## src/hw/lin_regs_pkg.sv

```systemverilog
// Purpose: shared constants for the LIN error, size and baud registers.
// Assumes: AXI4-Lite access, one aligned word per register.
// Notes: the byte address of a register is four times its index.
package lin_regs_pkg;
    // -------------------------------------------------------------
    // Timing
    // -------------------------------------------------------------
    localparam int CLK_MHZ = 200;
    localparam int FRAME_MAX_US = 10000;
    localparam int FRAME_MAX_CYC_DEF = FRAME_MAX_US * CLK_MHZ;
    localparam int RESP_MAX_US = 5000;
    localparam int RESP_MAX_CYC_DEF = RESP_MAX_US * CLK_MHZ;
    // -------------------------------------------------------------
    // Register indices and fields
    // -------------------------------------------------------------
    localparam logic [3:0] IDX_CTRL = 4'h8;
    localparam logic [3:0] IDX_STAT = 4'h9;
    localparam logic [3:0] IDX_ERR = 4'ha;
    localparam logic [3:0] IDX_SIZE = 4'hb;
    localparam logic [3:0] IDX_DIV = 4'hc;
    localparam logic [3:0] IDX_SCALE = 4'hd;
    localparam int ERR_SYNC = 4;
    localparam int ERR_PAR = 3;
    localparam int ERR_TO = 2;
    localparam int ERR_CHK = 1;
    localparam int ERR_BIT = 0;
    localparam int SIZE_ENH = 7;
    localparam int SCALE_BAUD_DIVIDER_MSB = 0;
    localparam int CTRL_MASTER = 0;
    localparam int CTRL_RESP = 1;
    localparam int CTRL_CLR = 2;
    localparam int CTRL_DACK = 4;
    localparam int CTRL_STOP = 7;
    localparam int STAT_ERR = 2;
    localparam int STAT_ACT = 7;
    localparam logic [3:0] LEN_MAX = 4'h8;
    localparam logic [3:0] LEN_AUTO = 4'hf;
    localparam logic [7:0] ERR_RST = 8'h00;
    localparam logic [7:0] SIZE_RST = 8'h00;
    localparam logic [7:0] DIV_RST = 8'hff;
    localparam logic [7:0] SCALE_RST = 8'hff;
    localparam logic [7:0] CTRL_RST = 8'h00;
    localparam logic [1:0] RESP_OKAY = 2'h0;
    localparam logic [1:0] RESP_SLVERR = 2'h2;
    typedef enum logic [3:0] {
        PH_IDLE = 4'h1,
        PH_PID = 4'h2,
        PH_DATA = 4'h4,
        PH_CHK = 4'h8
    } phase_t;
endpackage

```

## src/hw/lin_error_size_baud_regs.sv

```systemverilog
// Purpose: LIN error flags, frame length, checksum and baud settings.
// Assumes: a frame engine feeds received bytes after the sync field.
// Notes: the bus pin is synchronised here before the bit monitor.
`timescale 1ns/1ps
`default_nettype none
module lin_error_size_baud_regs
    import lin_regs_pkg::*;
#(
    parameter int FRAME_MAX_CYC = FRAME_MAX_CYC_DEF,
    parameter int RESP_MAX_CYC = RESP_MAX_CYC_DEF
) (
    input wire logic aclk,
    input wire logic aresetn,
    input wire logic [7:0] awaddr,
    input wire logic awvalid,
    output logic awready,
    input wire logic [31:0] wdata,
    input wire logic [3:0] wstrb,
    input wire logic wvalid,
    output logic wready,
    output logic [1:0] bresp,
    output logic bvalid,
    input wire logic bready,
    input wire logic [7:0] araddr,
    input wire logic arvalid,
    output logic arready,
    output logic [31:0] rdata,
    output logic [1:0] rresp,
    output logic rvalid,
    input wire logic rready,
    input wire logic lin_rx_pin,
    input wire logic tx_active,
    input wire logic tx_bit,
    input wire logic bit_sample,
    input wire logic sync_tol_fail,
    input wire logic frame_start,
    input wire logic [7:0] rx_byte,
    input wire logic rx_byte_valid,
    output logic rx_byte_ready,
    output logic [7:0] rx_data,
    output logic rx_data_valid,
    input wire logic rx_data_ready,
    output logic master_mode,
    output logic frame_active,
    output logic [1:0] baud_prescaler,
    output logic [4:0] baud_multiplier,
    output logic [8:0] baud_divider
);
    // -------------------------------------------------------------
    // State
    // -------------------------------------------------------------
    typedef struct packed {
        logic awready;
        logic wready;
        logic bvalid;
        logic [1:0] bresp;
        logic aw_got;
        logic w_got;
        logic [7:0] waddr;
        logic [7:0] wdata;
        logic wstb;
        logic arready;
        logic rvalid;
        logic [1:0] rresp;
        logic [7:0] rdata;
        logic [4:0] err;
        logic summary;
        logic enh;
        logic [3:0] len;
        logic [7:0] divlo;
        logic [7:0] scale;
        logic [4:0] mul_out;
        logic master;
        logic resp_exp;
        logic dack;
        logic stop;
        logic rx_s1;
        logic rx_s2;
        phase_t phase;
        logic first;
        logic [3:0] left;
        logic [7:0] sum;
        logic [7:0] pid;
        logic [23:0] fcnt;
        logic [23:0] gcnt;
        logic [7:0] b0;
        logic [7:0] b1;
        logic [1:0] bcnt;
        logic rdy;
        logic dvalid;
        logic act;
    } state_t;

    state_t q;
    state_t d;
    logic [4:0] ev;
    logic [7:0] rd;
    logic [7:0] sum_nx;
    logic [3:0] len_now;
    logic take;
    logic chk_bad;
    logic clr;
    logic wr_do;
    logic wr_sel;
    logic resp_wait;

    // -------------------------------------------------------------
    // Helpers
    // -------------------------------------------------------------
    // Code 15 defers to the identifier; reserved codes clamp to eight.
    function automatic logic [3:0] data_len(input logic [3:0] code,
                                            input logic [1:0] idb);
        logic [3:0] n;
        n = code;
        if (code == LEN_AUTO) begin
            unique case (idb)
                2'b00: n = 4'h2;
                2'b01: n = 4'h2;
                2'b10: n = 4'h4;
                2'b11: n = 4'h8;
            endcase
        end else if (code > LEN_MAX) begin
            n = LEN_MAX;
        end
        return n;
    endfunction

    // Add with end-around carry; the sum cannot overflow twice.
    function automatic logic [7:0] csum_add(input logic [7:0] a,
                                            input logic [7:0] b);
        logic [8:0] t;
        t = {1'b0, a} + {1'b0, b};
        return t[7:0] + {7'h00, t[8]};
    endfunction

    function automatic logic pid_ok(input logic [7:0] p);
        return (p[6] == (p[0] ^ p[1] ^ p[2] ^ p[4]))
            && (p[7] == !(p[1] ^ p[3] ^ p[4] ^ p[5]));
    endfunction

    function automatic logic reg_hit(input logic [7:0] a);
        return (a[7:6] == 2'h0) && (a[5:2] >= IDX_CTRL)
            && (a[5:2] <= IDX_SCALE);
    endfunction

    // -------------------------------------------------------------
    // Next state
    // -------------------------------------------------------------
    always_comb begin
        d = q;
        ev = 5'h00;
        rd = 8'h00;
        // Register bus write side; the write lands once both halves are in.
        wr_do = q.aw_got && q.w_got && !q.bvalid;
        wr_sel = wr_do && q.wstb && reg_hit(q.waddr);
        clr = wr_sel && (q.waddr[5:2] == IDX_CTRL) && q.wdata[CTRL_CLR];
        if (q.awready && awvalid) begin
            d.aw_got = 1'b1;
            d.waddr = awaddr;
        end
        if (q.wready && wvalid) begin
            d.w_got = 1'b1;
            d.wdata = wdata[7:0];
            d.wstb = wstrb[0];
        end
        if (q.bvalid && bready) begin
            d.bvalid = 1'b0;
        end
        if (wr_do) begin
            d.aw_got = 1'b0;
            d.w_got = 1'b0;
            d.bvalid = 1'b1;
            d.bresp = reg_hit(q.waddr) ? RESP_OKAY : RESP_SLVERR;
        end
        d.awready = !d.aw_got && !d.bvalid;
        d.wready = !d.w_got && !d.bvalid;

        // Register bus read side; data are captured when the address is taken.
        case (araddr[5:2])
            IDX_CTRL: begin
                rd[CTRL_MASTER] = q.master;
                rd[CTRL_RESP] = q.resp_exp;
                rd[CTRL_DACK] = q.dack;
                rd[CTRL_STOP] = q.stop;
            end
            IDX_STAT: begin
                rd[STAT_ERR] = q.summary;
                rd[STAT_ACT] = q.act;
            end
            IDX_ERR: rd = {3'b000, q.err};
            IDX_SIZE: rd = {q.enh, 3'b000, q.len};
            IDX_DIV: rd = q.divlo;
            IDX_SCALE: rd = q.scale;
            default: rd = 8'h00;
        endcase
        if (q.rvalid && rready) begin
            d.rvalid = 1'b0;
        end
        if (q.arready && arvalid) begin
            d.rvalid = 1'b1;
            d.rresp = reg_hit(araddr) ? RESP_OKAY : RESP_SLVERR;
            d.rdata = reg_hit(araddr) ? rd : 8'h00;
        end
        d.arready = !d.rvalid;

        // Bus monitor and sync check run apart from the byte stream.
        d.rx_s1 = lin_rx_pin;
        d.rx_s2 = q.rx_s1;
        if (sync_tol_fail && !q.master) begin
            ev[ERR_SYNC] = 1'b1;
        end
        if (tx_active && bit_sample && (q.rx_s2 != tx_bit)) begin
            ev[ERR_BIT] = 1'b1;
        end

        // Drain the two-entry buffer before any push this cycle.
        if (q.dvalid && rx_data_ready) begin
            d.b0 = q.b1;
            d.bcnt = q.bcnt - 2'h1;
        end

        // Frame sequencing over identifier, data and checksum bytes.
        take = rx_byte_valid && q.rdy;
        len_now = data_len(q.len, rx_byte[5:4]);
        sum_nx = csum_add(q.sum, rx_byte);
        chk_bad = (sum_nx != 8'hff);
        resp_wait = q.resp_exp && ((q.phase == PH_DATA) || (q.phase == PH_CHK));
        if (q.phase != PH_IDLE) begin
            d.fcnt = q.fcnt + 24'h00_0001;
        end
        if (resp_wait) begin
            d.gcnt = q.gcnt + 24'h00_0001;
        end
        unique case (q.phase)
            PH_IDLE: begin
            end
            PH_PID: begin
                if (take) begin
                    d.pid = rx_byte;
                    d.left = len_now;
                    d.first = 1'b1;
                    d.gcnt = 24'h00_0000;
                    d.sum = q.enh ? rx_byte : 8'h00;
                    d.phase = (len_now == 4'h0) ? PH_CHK : PH_DATA;
                    if (!q.master && !pid_ok(rx_byte)) begin
                        ev[ERR_PAR] = 1'b1;
                    end
                end
            end
            PH_DATA: begin
                if (take) begin
                    d.first = 1'b0;
                    d.sum = sum_nx;
                    d.left = q.left - 4'h1;
                    d.gcnt = 24'h00_0000;
                    // Software had until this byte to acknowledge or stop.
                    if (q.first && !q.master && !(q.dack || q.stop)) begin
                        ev[ERR_TO] = 1'b1;
                    end
                    if (q.left == 4'h1) begin
                        d.phase = PH_CHK;
                    end
                    if (d.bcnt == 2'h0) begin
                        d.b0 = rx_byte;
                    end else begin
                        d.b1 = rx_byte;
                    end
                    d.bcnt = d.bcnt + 2'h1;
                end
            end
            PH_CHK: begin
                if (take) begin
                    if (chk_bad) begin
                        ev[ERR_CHK] = 1'b1;
                    end
                    d.phase = PH_IDLE;
                end
            end
        endcase

        // Timeouts abandon the frame so a stuck bus cannot wedge the block.
        if ((q.phase != PH_IDLE) && (q.fcnt == 24'(FRAME_MAX_CYC - 1))) begin
            ev[ERR_TO] = 1'b1;
            d.phase = PH_IDLE;
        end
        if (resp_wait && (q.gcnt == 24'(RESP_MAX_CYC - 1))) begin
            ev[ERR_TO] = 1'b1;
            d.phase = PH_IDLE;
        end
        if (frame_start) begin
            d.phase = PH_PID;
            d.fcnt = 24'h00_0000;
            d.gcnt = 24'h00_0000;
            d.dack = 1'b0;
            d.stop = 1'b0;
        end

        // Software writes come last so a set by software beats the frame reset.
        if (wr_sel) begin
            case (q.waddr[5:2])
                IDX_SIZE: begin
                    d.enh = q.wdata[SIZE_ENH];
                    d.len = q.wdata[3:0];
                end
                IDX_DIV: d.divlo = q.wdata;
                IDX_SCALE: d.scale = q.wdata;
                IDX_CTRL: begin
                    d.master = q.wdata[CTRL_MASTER];
                    d.resp_exp = q.wdata[CTRL_RESP];
                    d.dack = q.wdata[CTRL_DACK];
                    d.stop = q.wdata[CTRL_STOP];
                end
                default: begin
                end
            endcase
        end

        // Flags: a new event in the clearing cycle survives the clear.
        d.err = (clr ? 5'h00 : q.err) | ev;
        d.summary = (clr ? 1'b0 : q.summary) | (|ev);
        d.mul_out = d.master ? d.scale[5:1] : 5'h00;
        d.act = (d.phase != PH_IDLE);
        d.rdy = (d.bcnt != 2'h2);
        d.dvalid = (d.bcnt != 2'h0);
    end

    // -------------------------------------------------------------
    // Registers
    // -------------------------------------------------------------
    always_ff @(posedge aclk) begin
        if (!aresetn) begin
            q <= '0;
            q.phase <= PH_IDLE;
            q.err <= ERR_RST[4:0];
            q.enh <= SIZE_RST[SIZE_ENH];
            q.len <= SIZE_RST[3:0];
            q.divlo <= DIV_RST;
            q.scale <= SCALE_RST;
            q.master <= CTRL_RST[CTRL_MASTER];
            q.resp_exp <= CTRL_RST[CTRL_RESP];
            q.dack <= CTRL_RST[CTRL_DACK];
            q.stop <= CTRL_RST[CTRL_STOP];
        end else begin
            q <= d;
        end
    end

    // Outputs taken straight from the state.
    assign awready = q.awready;
    assign wready = q.wready;
    assign bvalid = q.bvalid;
    assign bresp = q.bresp;
    assign arready = q.arready;
    assign rvalid = q.rvalid;
    assign rresp = q.rresp;
    assign rdata = {24'h00_0000, q.rdata};
    assign rx_byte_ready = q.rdy;
    assign rx_data = q.b0;
    assign rx_data_valid = q.dvalid;
    assign master_mode = q.master;
    assign frame_active = q.act;
    assign baud_prescaler = q.scale[7:6];
    assign baud_multiplier = q.mul_out;
    assign baud_divider = {q.scale[SCALE_BAUD_DIVIDER_MSB], q.divlo};
endmodule
`default_nettype wire

```

## config.mk

```make
export PLATFORM = sky130hd
export DESIGN_NAME = lin_error_size_baud_regs
export DESIGN_NICKNAME = d
export VERILOG_FILES = /design/src/hw/lin_regs_pkg.sv /design/src/hw/lin_error_size_baud_regs.sv
export SDC_FILE = /design/constraint.sdc
export NUM_CORES = 1
export LEC_CHECK = 0
export ABC_AREA = 0
export BUFFER_PORTS_ARGS = -buffer_cell sky130_fd_sc_hd__buf_4
export CORE_UTILIZATION = 39
export CTS_CLUSTER_SIZE = 40
export DETAILED_ROUTE_END_ITERATION = 10
export SETUP_SLACK_MARGIN = 0.05
export SLEW_MARGIN = 20
export SYNTH_ARGS = -nofsm -noshare
export SYNTH_HDL_FRONTEND = slang
export SYNTH_SLANG_ARGS = --single-unit
```

## constraint.sdc

```tcl
create_clock -name aclk -period 6.2 [get_ports aclk]
set_input_delay 0.31 -clock aclk [delete_from_list [all_inputs] [get_ports aclk]]
set_output_delay 0.31 -clock aclk [all_outputs]
set_load 0.005 [all_outputs]
```

==> results by group <==
GRT
  • GRT Util Overall: 18.06%
  • Most crowded layer after global routing: met2
  • Grt ovf: 0
  • Global-route wire length before repair: 29.34 mm
  • Grt met2 use: 28.86%
  • Initial antenna violation count: 0
  • Largest net degree at the start of global routing: 74
  • Vias in the first global route: 5,771
  • Met1 Resource Use GR: 24.25%
  • Met3 Usage GRT: 4.735%

Critical path
  • Reg2reg end: q[126]$_SDFF_PN0_
  • Startpoint Class: flop
  • Crit path max-delay cell type: fa_1
  • Worst path cell trace: ha_1 > fa_1 > a211oi_2 > o21ai_0 > a21o_1 > a21o_1 > ha_1 > ha_1 > or3_1 > mux2i_1 > o21ai_0 > o21ai_0 > a31oi_1
  • Reg2reg setup slack: 2.70 ns
  • CP endpoint kind: flop
  • Critical path required time: 6.49 ns
  • RR Startpoint: q[77]$_SDFFE_PN0P_
  • Setup CP Type: reg -> reg
  • CP max FO: 7
  • Crit path DAT: 3.78 ns
  • Max stage delay on crit path: 0.48 ns
  • R2R cell count: 13

Yosys
  • Xor and xnor area share after synthesis: 6.668%
  • Post-synthesis sequential area ratio: 39.63%
  • Synth area leaders: dfxtp_1 40%, buf_4 5.8%, nor2_1 5.5%
  • Commonest register cell after synthesis: dfxtp_1
  • Number of flops mapped to enable cells by yosys: 0
  • Asr flop ratio synth: 0%
  • Main combinational cell family by area after synthesis: simple AND/OR/NAND/NOR gates
  • Simple-gate area share of the yosys netlist: 24.72%
  • Mapped cell area: 0.007881 mm2
  • Commonest cells in the synthesized netlist: 156 x dfxtp_1, 115 x nor2_1, 109 x nand2_1
  • Synth Area per Inst: 8.429 um2
  • Post-synth top area share: 39.63%
  • Post-synthesis compound-gate area fraction: 13.11%
  • Mapped Cells: 935
  • Ys Warns: 0
  • Most frequent cell after synthesis: dfxtp_1
  • Synth unique cells: 72
  • Multiplexer share of the synthesized area: 4.350%
  • Yosys reg bits: 156
  • Cell taking the most area after synthesis: dfxtp_1
  • Adder-Cell Fraction of Synth Area: 2.635%

Hold path
  • Min-delay worst type: in -> reg
  • Hold_sp: lin_rx_pin
  • Hold depth: 2
  • Sink of the worst hold path: d[94]$_SDFF_PN0_

Routing
  • Drt total wl: 18.16 mm
  • Starting DRT DRC Count: 404
  • Number of vias per cell: 5.187
  • DR DRC count: 0
  • Post-route ant nets: 0
  • Vias: 6,427
  • Average wire per standard cell: 14.66 um
  • Pre-antenna DRT Iters: 5

Finish
  • Area grow syn2layout: 13.14%
  • Layout net count: 1,052
  • Proportion of layout cells with a drive suffix above 1: 14.48%
  • Antenna fix cells: 0
  • Final Instance Area: 0.008917 mm2

Floorplan
  • Die W: 144.2 um
  • Full die area: 0.02078 mm2
  • Top-Level Pins: 144
  • Starting Density: 40.10%
  • Core footprint: 0.01965 mm2
  • Rows: 51
  • Chip height: 144.2 um

Clock network
  • Post-CTS sizing: 0
  • CTS root buf: clkbuf_16
  • Setup bufs post-CTS: 0
  • CTS sink count: 156
  • H-tree levels: 4
  • Num CTS Buffers: 17
  • CTS tree: done
  • CTS max path bufs: 2
  • CTS clk-pin slew, worst paths: 0.07 ns
  • CTS Hold Bufs: 0
  • Worst-Skew Late Latency: 0.43 ns

Placed design
  • DP Area: 0.008318 mm2
  • Port-buffer cells: 86
  • Dpl hpwl: 12.57 mm
  • Placer Congestion: 0.8648

Power and ir drop
  • Max VDD drop: 0.0001535 V
  • Leak Pwr: 3.447 nW
  • Pwr Density: 251.7 mW/mm2

STA
  • Final setup TNS: 0 ns
  • Hold Violations, Final: 0
  • Worst Tran Pin Value: 1.029 ns
  • Minimum clock period: 3.497 ns
  • RSZ-0062 raised after global routing: false
  • Final setup violation count: 0
  • Skew final: 0.01154 ns
  • Slew Viols, Final: 0
  • Slew headroom: 31.16%
  • Worst hold slack: 0.08177 ns
  • Crit share post-route: 56.40%
  • Max Fclk: 286.0 MHz

Outcome
  • Status: finished, final reports clean

Job
  • Max-cap violations: 0
==> report_power, final <==
group          total [mW]  switching (mW)  internal [mW]
clock network        1.07           0.467          0.608
logic               0.137          0.0803         0.0567
registers            1.03          0.0157           1.02
==> worst max-delay path by stage <==
| stage | from | to | slack, ns | cells after the start |
|---|---|---|---|---|
| global route | q[77]$_SDFFE_PN0P_ | q[126]$_SDFF_PN0_ | 2.49 | 13 |
| finish | q[77]$_SDFFE_PN0P_ | q[126]$_SDFF_PN0_ | 2.70 | 13 |
| global placement | rx_byte[0] | q[126]$_SDFF_PN0_ | 2.57 | 14 |
| detailed placement | rx_byte[0] | q[126]$_SDFF_PN0_ | 2.58 | 14 |
| CTS | q[77]$_SDFFE_PN0P_ | q[126]$_SDFF_PN0_ | 2.73 | 13 |
| floorplan | rx_byte[0] | q[126]$_SDFF_PN0_ | 3.05 | 13 |
==> layout by cell type (no fill, tap or decap), drive strengths merged, types with 20 or more instances in the layout <==
cell type,count
mux2i,32
nand3,45
conb,26
xor2,40
buf,89
nor2,116
nand2,109
dfxtp,156
xnor2,20
a21oi,62
o21ai,30
==> worst max-delay path, delay by kind of cell, from the launching register on <==
family                     cells  cell delay [ns]
adders and majority gates      4             1.29
AOI/OAI and AO/OA              7             1.19
and+or+nand+nor                1             0.42
DFF                            1             0.32
muxes                          1             0.13
==> area by class of cell <==
class	count	area [um2]
clock inverters	15	173.9
well taps	265	331.6
repair buffers	89	668.1
inverters	9	33.78
multi-input cells	688	4161
fillers	1987	10740
clock buffers	17	425.4
flip-flops and latches	156	3123
==> registers in the layout (all words and copies together) (netlist names), 2 cells and up <==
| register | count |
|---|---|
| rdata | 8 |
| q | 112 |
| rx_data | 8 |
| baud_multiplier | 5 |
| baud_prescaler | 2 |
| baud_divider | 9 |
==> metal layers <==
layer / vias up / share of wire (%)
met2: 128 / 47
met3: 12 / 4.0
met5: - / 0
li1: 3250 / -
met4: 0 / 0.96
met1: 3037 / 48
==> per-stage QoR <==
stage	cells	power, mW	utilization (%)	setup slack [ns]
global route	1239	2.331	45.37	2.493
global placement	1207	1.192	42.32	2.570
CTS	1239	2.265	45.37	2.726
floorplan	960	1.151	-	3.054
detailed placement	1207	1.192	42.32	2.578
finish	1239	2.244	45.37	2.703
==> logic make-up (layout without fill, tap and decap cells) <==
logic type	Yosys count	count (layout)
buffers and inverters	116	130
xor gates and xnor gates	60	60
other	1	26
and+or+nand+nor	392	392
AOI/OAI and AO/OA	160	160
adders and majority gates	16	16
DFF	156	156
muxes	34	34
(Power assumes the default switching activity.)
